## src/pbfs_pkg.sv

```systemverilog
// Package for the port B output-enable and function-select block
package pbfs_pkg;

   // ==========================================================
   // Register map (byte addresses inside the port window)
   localparam logic [11:0] PBFS_OFS_OUTPUT_ENABLE = 12'h004;
   localparam logic [11:0] PBFS_OFS_BUS_SEL       = 12'h008;
   localparam logic [11:0] PBFS_OFS_SERIAL_SEL    = 12'h00C;
   localparam logic [11:0] PBFS_OFS_THIRD_SEL     = 12'h010;

   // ==========================================================
   // Field layout and reset values
   localparam int          PBFS_PINS       = 8;
   localparam int          PBFS_FIELD_LSB  = 0;
   localparam int          PBFS_FIELD_MSB  = 7;
   localparam logic [7:0]  PBFS_RESET_BITS = 8'h00;
   localparam logic [23:0] PBFS_UPPER_ZERO = 24'h000000;

   // Serial pin roles, bit index inside the serial select register
   localparam int PBFS_SER1_DATA_OUT  = 0;
   localparam int PBFS_SER1_DATA_IN   = 1;
   localparam int PBFS_SER1_CLOCK     = 2;
   localparam int PBFS_SER1_FRAME_SEL = 3;
   localparam int PBFS_SER2_DATA_OUT  = 4;
   localparam int PBFS_SER2_DATA_IN   = 5;
   localparam int PBFS_SER2_CLOCK     = 6;
   localparam int PBFS_SER2_FRAME_SEL = 7;

   // ==========================================================
   // Carriers
   typedef struct packed {
      logic [7:0] out;   // Value the owner wants on each pin
      logic [7:0] oe;    // Owner drives the pin when high
   } pbfs_drive_type;

   typedef struct packed {
      logic [7:0] pin_output_enable_bits;
      logic [7:0] bus_sel;
      logic [7:0] serial_sel;
      logic [7:0] third_sel;
   } pbfs_regs_type;

   // Whole state of the top module
   typedef struct packed {
      pbfs_regs_type  regs;
      pbfs_drive_type pins;
      logic [31:0]    prdata;
      logic           pready;
      logic           pslverr;
   } pbfs_state_type;

endpackage

```

## src/pbfs_pin_mux.sv

```systemverilog
// Per-pin owner selection for the port B pins
`timescale 1ns/1ps
module pbfs_pin_mux
   import pbfs_pkg::*;
(
   // Selection registers
   input  wire pbfs_regs_type  regs,
   // Candidate drivers
   input  wire logic [7:0]     port_data,
   input  wire pbfs_drive_type bus_drv,
   input  wire pbfs_drive_type ser_drv,
   input  wire pbfs_drive_type third_drv,
   // Chosen drive per pin
   output pbfs_drive_type      pin_drv
);

   genvar n;

   // ==========================================================
   // One selector per pin; fixed priority keeps a double select harmless
   generate
      for (n = 0; n < PBFS_PINS; n++) begin : g_pin
         always_comb begin
            if (regs.bus_sel[n]) begin
               pin_drv.out[n] = bus_drv.out[n];
               pin_drv.oe[n]  = bus_drv.oe[n];
            end else if (regs.serial_sel[n]) begin
               pin_drv.out[n] = ser_drv.out[n];
               pin_drv.oe[n]  = ser_drv.oe[n];
            end else if (regs.third_sel[n]) begin
               pin_drv.out[n] = third_drv.out[n];
               pin_drv.oe[n]  = third_drv.oe[n];
            end else begin
               // General-purpose bit: data and output-enable registers rule
               pin_drv.out[n] = port_data[n];
               pin_drv.oe[n]  = regs.pin_output_enable_bits[n];
            end
         end
      end
   endgenerate

endmodule

```

## src/pbfs_port_b.sv

```systemverilog
// Port B output-enable and function-select block with APB register access
// ==========================================================
//
// The implementer's own choices: register access over APB and the register addresses.
`timescale 1ns/1ps
module pbfs_port_b
   import pbfs_pkg::*;
(
   // Clock and reset
   input  wire logic           pclk,
   input  wire logic           presetn,
   // APB slave
   input  wire logic           psel,
   input  wire logic           penable,
   input  wire logic           pwrite,
   input  wire logic [11:0]    paddr,
   input  wire logic [31:0]    pwdata,
   output logic [31:0]         prdata,
   output logic                pready,
   output logic                pslverr,
   // Port data from the data register block
   input  wire logic [7:0]     port_data,
   // Alternate function drivers
   input  wire pbfs_drive_type bus_drv,
   input  wire pbfs_drive_type ser_drv,
   input  wire pbfs_drive_type third_drv,
   // Pin drive
   output logic [7:0]          pin_out,
   output logic [7:0]          pin_oe,
   // Select state for the peripherals that share the pins
   output logic [7:0]          bus_sel,
   output logic [7:0]          serial_sel,
   output logic [7:0]          third_sel
);

   pbfs_state_type state_q;
   pbfs_state_type state_d;
   pbfs_drive_type mux_drv;
   logic           setup_ph;
   logic           access_done;
   logic           hit_oe;
   logic           hit_bus;
   logic           hit_ser;
   logic           hit_third;
   logic           hit_any;

   // ==========================================================
   // Pin owner selection
   pbfs_pin_mux u_mux (
      .regs      (state_q.regs),
      .port_data (port_data),
      .bus_drv   (bus_drv),
      .ser_drv   (ser_drv),
      .third_drv (third_drv),
      .pin_drv   (mux_drv)
   );

   // ==========================================================
   // Address decode and APB phase flags
   always_comb begin
      hit_oe    = 1'b0;
      hit_bus   = 1'b0;
      hit_ser   = 1'b0;
      hit_third = 1'b0;
      if (paddr == PBFS_OFS_OUTPUT_ENABLE) begin
         hit_oe = 1'b1;
      end else if (paddr == PBFS_OFS_BUS_SEL) begin
         hit_bus = 1'b1;
      end else if (paddr == PBFS_OFS_SERIAL_SEL) begin
         hit_ser = 1'b1;
      end else if (paddr == PBFS_OFS_THIRD_SEL) begin
         hit_third = 1'b1;
      end
   end

   assign hit_any     = hit_oe | hit_bus | hit_ser | hit_third;
   assign setup_ph    = psel & ~penable;
   // Write lands only on the edge the master sees pready
   assign access_done = psel & penable & state_q.pready;

   // ==========================================================
   // Next state: registers, read data, ready and pin drive
   always_comb begin
      state_d        = state_q;
      state_d.pready = 1'b0;
      state_d.pins   = mux_drv;

      // Answer one cycle after setup, so every access has one wait-free access phase
      if (setup_ph) begin
         state_d.pready  = 1'b1;
         state_d.pslverr = ~hit_any;
         state_d.prdata  = 32'h00000000;
         if (!pwrite) begin
            // Upper bits always read as zero
            if (hit_oe) begin
               state_d.prdata = {PBFS_UPPER_ZERO, state_q.regs.pin_output_enable_bits};
            end else if (hit_bus) begin
               state_d.prdata = {PBFS_UPPER_ZERO, state_q.regs.bus_sel};
            end else if (hit_ser) begin
               state_d.prdata = {PBFS_UPPER_ZERO, state_q.regs.serial_sel};
            end else if (hit_third) begin
               state_d.prdata = {PBFS_UPPER_ZERO, state_q.regs.third_sel};
            end
         end
      end

      // Writes keep only the low byte; upper bits are not stored
      if (access_done && pwrite) begin
         if (hit_oe) begin
            state_d.regs.pin_output_enable_bits = pwdata[PBFS_FIELD_MSB:PBFS_FIELD_LSB];
         end else if (hit_bus) begin
            state_d.regs.bus_sel = pwdata[PBFS_FIELD_MSB:PBFS_FIELD_LSB];
         end else if (hit_ser) begin
            state_d.regs.serial_sel = pwdata[PBFS_FIELD_MSB:PBFS_FIELD_LSB];
         end else if (hit_third) begin
            state_d.regs.third_sel = pwdata[PBFS_FIELD_MSB:PBFS_FIELD_LSB];
         end
      end
   end

   // ==========================================================
   // State register; reset leaves every pin a port bit, undriven
   always_ff @(posedge pclk or negedge presetn) begin
      if (!presetn) begin
         state_q.regs.pin_output_enable_bits <= PBFS_RESET_BITS;
         state_q.regs.bus_sel                <= PBFS_RESET_BITS;
         state_q.regs.serial_sel             <= PBFS_RESET_BITS;
         state_q.regs.third_sel              <= PBFS_RESET_BITS;
         state_q.pins.out                    <= PBFS_RESET_BITS;
         state_q.pins.oe                     <= PBFS_RESET_BITS;
         state_q.prdata                      <= 32'h00000000;
         state_q.pready                      <= 1'b0;
         state_q.pslverr                     <= 1'b0;
      end else begin
         state_q <= state_d;
      end
   end

   // ==========================================================
   // Outputs, all straight from the state register
   assign prdata     = state_q.prdata;
   assign pready     = state_q.pready;
   assign pslverr    = state_q.pslverr;
   assign pin_out    = state_q.pins.out;
   assign pin_oe     = state_q.pins.oe;
   assign bus_sel    = state_q.regs.bus_sel;
   assign serial_sel = state_q.regs.serial_sel;
   assign third_sel  = state_q.regs.third_sel;

   // ==========================================================
   // Per-pin routing checks; every pin, not just one sample bit
   genvar k;
   generate
      for (k = 0; k < PBFS_PINS; k++) begin : g_route_chk

      end
   endgenerate
endmodule

```

## config.mk

```make
export PLATFORM = sky130hd
export DESIGN_NAME = pbfs_port_b
export DESIGN_NICKNAME = d
export VERILOG_FILES = /design/src/pbfs_pkg.sv /design/src/pbfs_pin_mux.sv /design/src/pbfs_port_b.sv
export SDC_FILE = /design/constraint.sdc
export NUM_CORES = 1
export LEC_CHECK = 0
export ABC_AREA = 1
export ABC_CLOCK_PERIOD_IN_PS = 1400
export BUFFER_PORTS_ARGS = -buffer_cell sky130_fd_sc_hd__buf_2
export CORE_AREA = 4 4 102 94
export DETAILED_ROUTE_END_ITERATION = 16
export DIE_AREA = 0 0 106 98
export GPL_TIMING_DRIVEN = 0
export PLACE_DENSITY = 0.83
export SETUP_SLACK_MARGIN = 0.3
export SLEW_MARGIN = 20
export SYNTH_ARGS = -nofsm -noshare
export SYNTH_HDL_FRONTEND = slang
export SYNTH_SLANG_ARGS = --single-unit
```

## constraint.sdc

```tcl
create_clock -name pclk -period 1.4 [get_ports pclk]
set_clock_uncertainty 0.2 [all_clocks]
set_input_delay 0.07 -clock pclk [delete_from_list [all_inputs] [get_ports pclk]]
set_output_delay 0.07 -clock pclk [all_outputs]
set_load 0.01 [all_outputs]
```

Word level (Yosys, flattened, before mapping)
Cells that the tools add are included.

storage, ports and cells
  input bits = 105
  memories = 0
  bits in read-only memories = 0
  latch bits = 0
  logic and storage cells = 93
  memory bits (writable) = 0
  register bits after elaboration = 58
  output and inout port bits = 74

cells by class
  multiplexer cells = 64
  div/mod/pow operators = 0
  add/subtract/negate cells = 0
  multiply operators = 0
  reduce and logical (&&, ||, !) cells = 5
  bitwise logic cells = 11
  shift-type cells = 0
  magnitude comparators = 0
  equality and inequality tests = 4

operators with widths
  kind                                                                    count
  1-bit 2-to-1 mux                                                        58
  8-bit 2-to-1 mux                                                        5
  12-bit by 4-bit equality test with 1-bit output, second input constant  2
  12-bit by 3-bit equality test with 1-bit output, second input constant  1
  12-bit by 5-bit equality test with 1-bit output, second input constant  1
  1-bit NOT                                                               5
  5-bit AND reduction                                                     1
  4-bit AND reduction                                                     1
  1-bit bitwise AND                                                       3
  1-bit OR                                                                3
  3-bit AND reduction                                                     1
  2-bit 2-to-1 mux                                                        1
  2-bit AND reduction                                                     1
  1-bit logical AND                                                       1

Logic depth before layout (Yosys ltp)
Gate-level depths: netlist (run 1).

  depth after elaboration = 10
  depth in mapped cells = 10
  mapped depth without buffers = 8

By module
A second synthesis (run 1) with hierarchy kept.

unflattened totals
  cells, all modules = 487
  area, all modules = 3836.2 um^2

modules (own cells, without submodules)
  module        instances  area each (um^2)  sequential area each (um^2)  cells each
  pbfs_port_b   1          3255.6            1451.4                       343
  pbfs_pin_mux  1          580.6             0.0                          144

Worst setup path before layout (run 1)
No wires, ideal clock.

  kind = flip-flop to flip-flop
  start point = register pready (netlist name)
  end point = register serial_sel[5] (netlist name)
  cell stages (with the launch flop) = 7
  data arrival time = 1.111 ns
  setup slack = -0.038 ns
  path buffers = 1
  setup time = 0.127 ns
  clock period less this slack = 1.438 ns
  required time = 1.073 ns
  cell sequence = dfrtp_1 > nand2_1 > nor2_2 > nand4_2 > buf_6 > nand2_1 > o21ai_0

on the way
  cells in the longest elaborated chain, start to end = 3

ends and longest elaborated chain
  element                               line                text
  1-bit bitwise AND                     pbfs_port_b.sv:79   assign access_done = psel & penable & state_q.pready;
  1-bit logical AND                     pbfs_port_b.sv:108  if (access_done && pwrite) begin
  4-bit AND reduction (no source line)  --

Every way passes these cells.
A chain may end at the register's enable or synchronous reset.

Worst setup path in the final report (run 1)
  start point = register pready (netlist name)
  end point = register serial_sel[0] (netlist name)

on the way
  cells in the longest elaborated chain, start to end = 3

ends and longest elaborated chain
  element                               line
  1-bit bitwise AND                     pbfs_port_b.sv:79
  1-bit logical AND                     pbfs_port_b.sv:108
  4-bit AND reduction (no source line)  --

Every way passes these cells.

==> results of run 1 <==
-- area by class of cell --
class                           count  area [um^2]  area share (%)
Timing Repair Buffer              256         2300            32.3
Multi-Input combinational cell    294         1960            27.5
Sequential cell                    58         1480            20.8
Buffer                             80          833            11.7
Inverter                           40          195            2.74
Clock buffer                       13          169            2.37
Tap cell                          119          149            2.09
Clock inverter                      2         35.0           0.492
Antenna cell                        1         2.50          0.0351
-- kinds of logic (layout without fill, tap and decap cells) --
logic type / count (synthesis) / in the layout / share of synthesized area (%)
other: 1 / 25 / 0.107
and+or+nand+nor: 187 / 188 / 23.4
AOI/OAI and AO/OA: 82 / 82 / 13.3
buffers and inverters: 120 / 391 / 21.8
DFF: 58 / 58 / 41.5
-- registers in the layout, summed over array words and instances, names as in the netlist --
register / cells
serial_sel: 8
pin_oe: 8
pin_out: 8
bus_sel: 8
pready: 1
prdata: 8
pslverr: 1
third_sel: 8
state_q: 8
-- repair_timing --
action                     CTS  global route
gates cloned                 2             2
setup buffers               49             9
resized for setup          224           109
setup endpoints to repair  107           107
hold endpoints to repair   115            58
pin swaps                   36            37
-- per-stage QoR --
| step | instances | TNS [ns] | hold slack [ns] |
|---|---|---|---|
| 6_report | 863 | -1.76 | -0.426 |
| 5_1_grt | 863 | -2.79 | -0.360 |
| 4_1_cts | 851 | -0.539 | -0.379 |
| 3_5_place_dp | 720 | -4.51 | -0.0127 |
| 3_3_place_gp | 720 | -5.81 | 0.0527 |
| 2_1_floorplan | 471 | 0 | -0.426 |
-- power by group --
part	internal, W	switching [W]	total [W]
logic	0.000345	0.000306	0.000651
registers	0.00169	0.0000109	0.00170
clock network	0.000956	0.000695	0.00165
total	0.00299	0.00101	0.00401
-- cell usage in the layout, fill, tap and decap left out, types with 2 or more instances in the layout --
master / netlist / layout
buf_2: 2 / 80
dlygate4sd3_1: 0 / 65
nand3_2: 3 / 24
conb_1: 1 / 24
a21o_1: 8 / 8
buf_12: 0 / 7
dfrtp_1: 58 / 37
nor2_2: 2 / 8
clkinv_8: 0 / 2
o21ai_2: 1 / 17
buf_8: 0 / 5
a211o_1: 8 / 8
inv_1: 40 / 29
dfrtp_2: 0 / 21
nor2_1: 48 / 30
nand2_4: 1 / 11
nand3_1: 34 / 7
o21ai_1: 8 / 13
o21ai_0: 24 / 2
nand2_1: 92 / 49
buf_4: 72 / 46
a21oi_1: 33 / 19
clkbuf_8: 0 / 12
nor2_4: 3 / 16
nand3_4: 0 / 6
inv_6: 0 / 4
buf_6: 5 / 130
a21oi_2: 0 / 14
inv_2: 0 / 5
nand2_2: 1 / 34
-- worst paths after layout --
check / to / slack (ns) / from
hold reg to reg: pslverr / 0.30 / pslverr
max in group asynchronous: bus_sel[5] / 0.84 / presetn
setup / recovery: serial_sel[0] / -0.13 / pready
hold / removal: pin_out[1] / -0.43 / presetn
setup reg to reg: serial_sel[0] / -0.13 / pready
min in group pclk: prdata[1] / 0.01 / pwrite
-- layer usage --
metal  wire [um]  up-vias  GRT usage, %  share of wire (%)
met2        8660      351          51.4                 49
met5           0        -             0                  0
met4        1340        0          17.0                7.6
met1        6140     2157          30.5                 35
li1            -     1940             -                  -
met3        1590      135          9.05                9.0
-- critical path: cells and delay by family (launching register included) --
family,cells,cell delay [ns]
simple gates,4,0.43
compound gates,1,0.07
flops,1,0.37
buf+inv,2,0.33
==> impl_metrics.env, run 1 <==
export IMPL_status="complete, but fails checks"
export IMPL_violations="hold timing, setup timing"
export IMPL_ir_worst_vdd_mv=0.536
export IMPL_drtIter0Drc=372
export IMPL_rsz0062_at_grt="true"
export IMPL_cpPeakStageDelay_ns=0.37
export IMPL_vias_per_cell=5.31
export IMPL_grt_antenna_before_repair=1
export IMPL_yosysSeqAreaShare_pct=41.5
export IMPL_ctsHtreeMaxLevel=3
export IMPL_placed_area_um2=4480
export IMPL_final_setup_worst_slack_ns=-0.127
export IMPL_syn_area_per_cell_um2=7.81
export IMPL_drc_errors=0
export IMPL_synth_top_area_share_pct=41.5
export IMPL_path_clk_slew_ns=0.07
export IMPL_clock_path_buffers=2
export IMPL_dpl_hpwl_um=7270
export IMPL_hold_class="input port to asynchronous set/reset pin"
export IMPL_critPathArrivalTime_ns=1.55
export IMPL_r2r_cells=7
export IMPL_cts_tree="yes"
export IMPL_grt_max_degree=59
export IMPL_place_congestion=0.775
export IMPL_power_static_leakage_nw=3.50
export IMPL_drt_wl_total_um=17700
export IMPL_worstPathMaxFanout=6
export IMPL_max_freq_ghz=0.655
export IMPL_synth_edf_count=0
export IMPL_critPathLaunchType="register"
export IMPL_fillerInstances=429
export IMPL_yosys_most_used_dff="dfrtp_1"
export IMPL_fin_area_um2=7120
export IMPL_first_global_vias=4840
export IMPL_cap_violations=0
export IMPL_start_util_pct=41.2
export IMPL_netlist_top_cell_by_area="dfrtp_1"
export IMPL_critPathCaptureType="register"
export IMPL_hold_viol=58
export IMPL_rows=32
export IMPL_power_density_nw_per_um2=563
export IMPL_root_buffer="clkbuf_8"
export IMPL_grt_overflow_total=0
export IMPL_crit_path_cell_trace="nand2_2 -> nor2_4 -> buf_12 -> nand4_4 -> buf_12 -> nand2_1 -> o21ai_1"
export IMPL_synth_common_cells="nand2_1, buf_4, dfrtp_1"
export IMPL_drive_gt1_share_pct=60.6
export IMPL_yosysWarnings=0
export IMPL_wl_per_cell_um=20.6
export IMPL_drv_slew=0
export IMPL_dr_pass1_iters=4
export IMPL_ios=179
export IMPL_die_w_um=106
export IMPL_grt_pass1_wl_um=23800
export IMPL_io_buffers=130
export IMPL_synth_area_leaders="dfrtp_1, buf_4, nand2_1"
export IMPL_cts_made_buffers=9
export IMPL_ys_seq_elements=58
export IMPL_ant_nets=0
export IMPL_die_y_um=98
export IMPL_layout_nets=844
export IMPL_die_area_um2=10400
export IMPL_finalPower_w=0.00401
export IMPL_worst_slew_pin_slew_ns=0.779
export IMPL_coreArea_um2=8490
export IMPL_setup_viol=30
export IMPL_synth_most_common_cell="nand2_1"
export IMPL_synthToLayoutAreaGrowth_pct=104
export IMPL_synthDistinctLibCells=24
export IMPL_relSlewSlack_pct=48.0
export IMPL_detailedPlace_worstSlack_ns=-0.172
export IMPL_cp_common_cell="buf_12"
export IMPL_async_flop_share_pct=100
export IMPL_slowest_stage="dfrtp_1"
export IMPL_fin_util_pct=83.9
export IMPL_synth_cell_area_um2=3500
export IMPL_crit_type="register to register"
export IMPL_num_vias=4583
export IMPL_cp_data_required_time_ns=1.43
export IMPL_finalCriticalPeriod_ns=1.53
export IMPL_syn_instance_count=448
export IMPL_cts_hold_buf=65
export IMPL_clkSinkCount=58
export IMPL_hold_ws_ns=-0.426
export IMPL_grt_usage_pct=29.1
export IMPL_insertion_delay_ns=0.35
export IMPL_post_route_period_util_pct=109
Note: power is estimated with default switching activity, not from simulation.
==> run 2: changes to the inputs <==
--- a/config.mk
+++ b/config.mk
@@ -6,7 +6,7 @@
 export NUM_CORES = 1
 export LEC_CHECK = 0
 export ABC_AREA = 1
-export ABC_CLOCK_PERIOD_IN_PS = 1400
+export ABC_CLOCK_PERIOD_IN_PS = 1200
 export BUFFER_PORTS_ARGS = -buffer_cell sky130_fd_sc_hd__buf_2
 export CORE_AREA = 4 4 102 94
 export DETAILED_ROUTE_END_ITERATION = 16
==> constraint.sdc (replaced) <==
create_clock -name pclk -period 1.2 [get_ports pclk]
set_clock_uncertainty 0.2 [all_clocks]
set_input_delay 0.06 -clock pclk [delete_from_list [all_inputs] [get_ports pclk]]
set_output_delay 0.06 -clock pclk [all_outputs]
set_load 0.01 [all_outputs]
==> impl_metrics.env, run 2 (synthesized netlist as in run 1, its figures left out) <==
export IMPL_drt_wl_total_um=16600
export IMPL_vias_per_cell=5.25
export IMPL_coreArea_um2=8490
export IMPL_cp_data_required_time_ns=1.22
export IMPL_max_freq_ghz=0.632
export IMPL_cts_tree="yes"
export IMPL_final_setup_worst_slack_ns=-0.382
export IMPL_num_vias=4502
export IMPL_final_cell_mix="buf_6, buf_2, buf_4, nand2_1, dfrtp_1"
export IMPL_grt_max_degree=59
export IMPL_ios=179
export IMPL_grt_pass1_wl_um=20600
export IMPL_r2r_start="pready"
export IMPL_cts_hold_buf=38
export IMPL_synthToLayoutAreaGrowth_pct=98.9
export IMPL_dr_pass1_iters=6
export IMPL_critPathCaptureType="register"
export IMPL_clkSinkCount=58
export IMPL_hold_viol=77
export IMPL_grt_usage_pct=24.8
export IMPL_drv_slew=0
export IMPL_io_buffers=130
export IMPL_setup_viol=98
export IMPL_grt_antenna_before_repair=1
export IMPL_place_congestion=0.813
export IMPL_wl_per_cell_um=19.4
export IMPL_rows=32
export IMPL_finalPower_w=0.00446
export IMPL_drive_gt1_share_pct=61.6
export IMPL_fillerInstances=448
export IMPL_final_common_cell="buf_6"
export IMPL_worst_slew_pin_slew_ns=0.797
export IMPL_ant_nets=0
export IMPL_post_route_period_util_pct=132
export IMPL_dpl_hpwl_um=7110
export IMPL_drtIter0Drc=406
export IMPL_rsz0062_at_grt="true"
export IMPL_hold_class="input port to asynchronous set/reset pin"
export IMPL_layout_nets=838
export IMPL_grt_overflow_total=0
export IMPL_critPathArrivalTime_ns=1.60
export IMPL_fin_area_um2=6960
export IMPL_power_static_leakage_nw=3.48
export IMPL_root_buffer="clkbuf_8"
export IMPL_violations="hold timing, setup timing"
export IMPL_crit_type="register to register"
export IMPL_placed_area_um2=4480
export IMPL_fin_util_pct=81.9
export IMPL_ir_worst_vdd_mv=0.691
export IMPL_ctsHtreeMaxLevel=3
export IMPL_critPathLaunchType="register"
export IMPL_status="complete, but fails checks"
export IMPL_die_w_um=106
export IMPL_worstPathMaxFanout=5
export IMPL_r2r_cells=7
export IMPL_cap_violations=0
export IMPL_insertion_delay_ns=0.35
export IMPL_first_global_vias=4213
export IMPL_cts_made_buffers=9
export IMPL_r2r_end="state_q[75]"
export IMPL_relSlewSlack_pct=46.9
export IMPL_detailedPlace_worstSlack_ns=-0.361
export IMPL_power_density_nw_per_um2=642
export IMPL_clock_path_buffers=2
export IMPL_path_clk_slew_ns=0.07
export IMPL_start_util_pct=41.2
export IMPL_finalCriticalPeriod_ns=1.58
export IMPL_die_area_um2=10400
export IMPL_hold_ws_ns=-0.418
export IMPL_r2r_slack_ns=-0.38
export IMPL_drc_errors=0
export IMPL_die_y_um=98
run 2: changes by cell type in the layout (fill, tap and decap cells not counted), sizes merged:
cell	change
buf	+21
clkinv	-1
inv	+2
nor2	-1
diode	+1
dlygate4sd3	-27
run 2: stage by stage:
step	TNS, ns	cells
finish	-13.14	858
global route	-15.95	857
CTS	-10.02	837
detailed placement	-12.53	720
global placement	-25.53	720
floorplan	-4.18	471
run 2: how the worst max path moves through the flow:
stage | start | end | slack [ns]
4_1_cts | pready | serial_sel[4] | -0.29
5_1_grt | pready | state_q[75] | -0.41
6_report | pready | state_q[75] | -0.38
3_5_place_dp | paddr[5] | state_q[79] | -0.36
2_1_floorplan | pready | bus_sel[6] | -0.17
3_3_place_gp | pready | bus_sel[7] | -0.34
run 2: critical path, cell delays in order, from the launching register on:
cell and delay (ns):
dfrtp_1 0.36, nand2_2 0.07, nor2_4 0.16, buf_4 0.17, nand3_4 0.13, buf_12 0.17, nand2_1 0.08, o21ai_0 0.11
run 2: final cells by class:
type | count | area [um^2] | share of cell area, %
Inverter | 40 | 158 | 2.27
Multi-Input combinational cell | 293 | 1900 | 27.3
Clock buffer | 12 | 145 | 2.09
Tap cell | 119 | 149 | 2.14
Buffer | 80 | 842 | 12.1
Clock inverter | 3 | 40.0 | 0.576
Sequential cell | 58 | 1480 | 21.2
Antenna cell | 2 | 5.00 | 0.0720
Timing Repair Buffer | 251 | 2240 | 32.2
run 2: report_power, final:
group	internal [W]	switching (W)	total, W
logic	0.000346	0.000329	0.000674
clock network	0.000998	0.000806	0.00180
registers	0.00197	0.0000107	0.00199
run 2: repair_timing:
item | 4_1_cts | 5_1_grt
setup buffers | 60 | 17
setup endpoints to repair | 107 | 107
gates cloned | 4 | 2
pin swaps | 41 | 48
endpoints found under the hold margin | 115 | 78
gates resized for setup | 191 | 113
run 2: layer usage:
metal / global-route usage [%] / vias up / wire (um) / share of wire, %
li1: - / 1925 / - / -
met1: 28.1 / 2135 / 5910 / 36
met2: 45.1 / 332 / 8320 / 50
met3: 5.75 / 110 / 1450 / 8.7
met4: 9.76 / 0 / 931 / 5.6
met5: 0 / - / 0 / 0
==> run 3: changes to the inputs <==
--- a/config.mk
+++ b/config.mk
@@ -8,13 +8,14 @@
 export ABC_AREA = 1
 export ABC_CLOCK_PERIOD_IN_PS = 1200
 export BUFFER_PORTS_ARGS = -buffer_cell sky130_fd_sc_hd__buf_2
-export CORE_AREA = 4 4 102 94
+export CORE_AREA = 4 4 119 110
 export DETAILED_ROUTE_END_ITERATION = 16
-export DIE_AREA = 0 0 106 98
+export DIE_AREA = 0 0 123 114
 export GPL_TIMING_DRIVEN = 0
-export PLACE_DENSITY = 0.83
+export PLACE_DENSITY_LB_ADDON = 0.2
 export SETUP_SLACK_MARGIN = 0.3
 export SLEW_MARGIN = 20
 export SYNTH_ARGS = -nofsm -noshare
 export SYNTH_HDL_FRONTEND = slang
+export SYNTH_HIERARCHICAL = 1
 export SYNTH_SLANG_ARGS = --single-unit
==> impl_metrics.env, run 3 <==
export IMPL_status="complete, but fails checks"
export IMPL_violations="hold timing, setup timing"
export IMPL_synthDistinctLibCells=23
export IMPL_grt_antenna_before_repair=0
export IMPL_vias_per_cell=4.46
export IMPL_r2r_cells=6
export IMPL_max_freq_ghz=0.742
export IMPL_async_flop_share_pct=100
export IMPL_finalCriticalPeriod_ns=1.35
export IMPL_syn_instance_count=487
export IMPL_finalPower_w=0.00504
export IMPL_worstPathMaxFanout=4
export IMPL_grt_overflow_total=0
export IMPL_path_clk_slew_ns=0.05
export IMPL_cts_made_buffers=9
export IMPL_drc_errors=0
export IMPL_hold_ws_ns=-0.401
export IMPL_critPathArrivalTime_ns=1.36
export IMPL_synthToLayoutAreaGrowth_pct=90.2
export IMPL_cp_top_family="flip-flops"
export IMPL_ys_seq_elements=58
export IMPL_power_static_leakage_nw=3.88
export IMPL_hold_class="input port to asynchronous set/reset pin"
export IMPL_grt_usage_pct=19.1
export IMPL_synth_most_common_cell="nand2_1"
export IMPL_cap_violations=0
export IMPL_critPathCaptureType="register"
export IMPL_root_buffer="clkbuf_16"
export IMPL_cp_num_buf_inv=2
export IMPL_slowest_stage="dfrtp_1"
export IMPL_syn_area_per_cell_um2=7.88
export IMPL_final_common_cell="buf_6"
export IMPL_crit_path_cell_trace="nand4_4 -> clkinv_4 -> nand3_4 -> buf_6 -> nand2_2 -> o21ai_2"
export IMPL_critPathLaunchType="register"
export IMPL_die_area_um2=14000
export IMPL_yosysWarnings=6
export IMPL_cp_data_required_time_ns=1.21
export IMPL_hold_viol=77
export IMPL_synth_top_area_share_pct=37.8
export IMPL_n_antenna_cell=0
export IMPL_start_util_pct=32.4
export IMPL_power_density_nw_per_um2=690
export IMPL_final_setup_worst_slack_ns=-0.148
export IMPL_drive_gt1_share_pct=66.4
export IMPL_cpPeakStageDelay_ns=0.39
export IMPL_clock_path_buffers=2
export IMPL_synth_common_cells="nand2_1, buf_4, dfrtp_1"
export IMPL_drv_slew=0
export IMPL_wl_per_cell_um=14.7
export IMPL_dpl_hpwl_um=7710
export IMPL_cts_tree="yes"
export IMPL_crit_type="register to register"
export IMPL_yosysSeqAreaShare_pct=37.8
export IMPL_netlist_top_cell_by_area="dfrtp_1"
export IMPL_synth_area_leaders="dfrtp_1, nand2_1, buf_4"
export IMPL_grt_max_degree=59
export IMPL_dr_pass1_iters=7
export IMPL_final_cell_mix="buf_6, nand2_1, buf_2, buf_4"
export IMPL_cp_num_cells=6
export IMPL_first_global_vias=4144
export IMPL_ant_nets=0
export IMPL_worst_slew_pin_slew_ns=0.763
export IMPL_die_w_um=123
export IMPL_insertion_delay_ns=0.32
export IMPL_drt_wl_total_um=13500
export IMPL_coreArea_um2=11800
export IMPL_relSlewSlack_pct=49.1
export IMPL_layout_nets=859
export IMPL_ctsHtreeMaxLevel=3
export IMPL_rows=38
export IMPL_grt_pass1_wl_um=20700
export IMPL_detailedPlace_worstSlack_ns=-0.428
export IMPL_io_buffers=130
export IMPL_num_vias=4096
export IMPL_setup_viol=60
export IMPL_die_y_um=114
export IMPL_synth_cell_area_um2=3840
export IMPL_synth_edf_count=0
export IMPL_place_congestion=0.751
export IMPL_clkSinkCount=58
export IMPL_rsz0062_at_grt="true"
export IMPL_post_route_period_util_pct=112
export IMPL_ir_worst_vdd_mv=0.562
export IMPL_yosys_most_used_dff="dfrtp_1"
export IMPL_ios=179
export IMPL_drtIter0Drc=192
-- run 3: changes by cell type after synthesis, moves of 6 or more --
cell      before  now
a21o_1         8    0
o21ai_0       24    0
nand3_1       34   42
o21ai_2        1   24
a21oi_1       33   16
a211o_1        8    0
nor2_1        48   18
inv_2          0    6
nand2_1       92  156
nand3b_1       0    8
-- run 3: worst paths after layout --
kind | startpoint | end | slack (ns)
hold / removal | presetn | pin_oe[4] | -0.40
max in group asynchronous | presetn | serial_sel[5] | 0.63
min in group pclk | pwdata[3] | third_sel[3] | -0.25
hold reg to reg | prdata[7] | prdata[7] | 0.32
setup reg to reg | pready | state_q[81] | -0.15
setup / recovery | pready | state_q[81] | -0.15
-- run 3: cell families after synthesis --
group / count (synthesis) / synth area share, %
buffers and inverters: 126 / 20.2
other: 1 / 0.0978
AO/OA/AOI/OAI: 49 / 8.74
AND/OR/NAND/NOR: 253 / 33.1
flip-flops: 58 / 37.8
-- run 3: stage by stage --
stage | TNS [ns] | utilization, % | area, um^2 | hold slack, ns | std cells
after global placement | -32.12 | 41.3 | 4890 | 0.0634 | 800
final | -4.60 | 61.6 | 7290 | -0.401 | 918
after floorplan | -3.85 | - | 4040 | -0.436 | 510
after global routing | -7.53 | 61.6 | 7290 | -0.334 | 918
after CTS | -4.58 | 58.4 | 6920 | -0.358 | 899
after detailed placement | -14.31 | 41.3 | 4890 | -0.00963 | 800
-- run 3: report_power, final --
part / total (W) / internal, W / leakage (nW) / switching, W
clock: 0.00236 / 0.00149 / 0.138 / 0.000872
combinational: 0.000688 / 0.000348 / 2.99 / 0.000340
sequential: 0.00199 / 0.00198 / 0.748 / 0.0000113
total: 0.00504 / 0.00381 / 3.88 / 0.00122
-- run 3: timing repair --
| action | 4_1_cts | 5_1_grt |
|---|---|---|
| resized for setup | 263 | 56 |
| gates cloned | 1 | 1 |
| hold buffers | 30 | 3 |
| setup buffers | 53 | 15 |
| hold endpoints to repair | 109 | 77 |
| pin swaps | 64 | 46 |
| endpoints found under the setup margin | 107 | 107 |
-- run 3: layout make-up --
cell class	count	area, um^2
Clock inverter	3	15.0
Timing Repair Buffer	232	2020
Clock buffer	12	256
Inverter	50	236
Sequential cell	58	1480
Tap cell	160	200
Buffer	76	797
Fill cell	994	4540
Multi-Input combinational cell	327	2290
-- run 3: layer usage --
metal	part of all wire [%]	track usage, %	vias up	routed length [um]
li1	-	-	1993	-
met1	41	23.6	1915	5570
met2	50	32.7	163	6730
met3	7.2	5.16	25	981
met4	1.8	5.31	0	250
met5	0	0	-	0
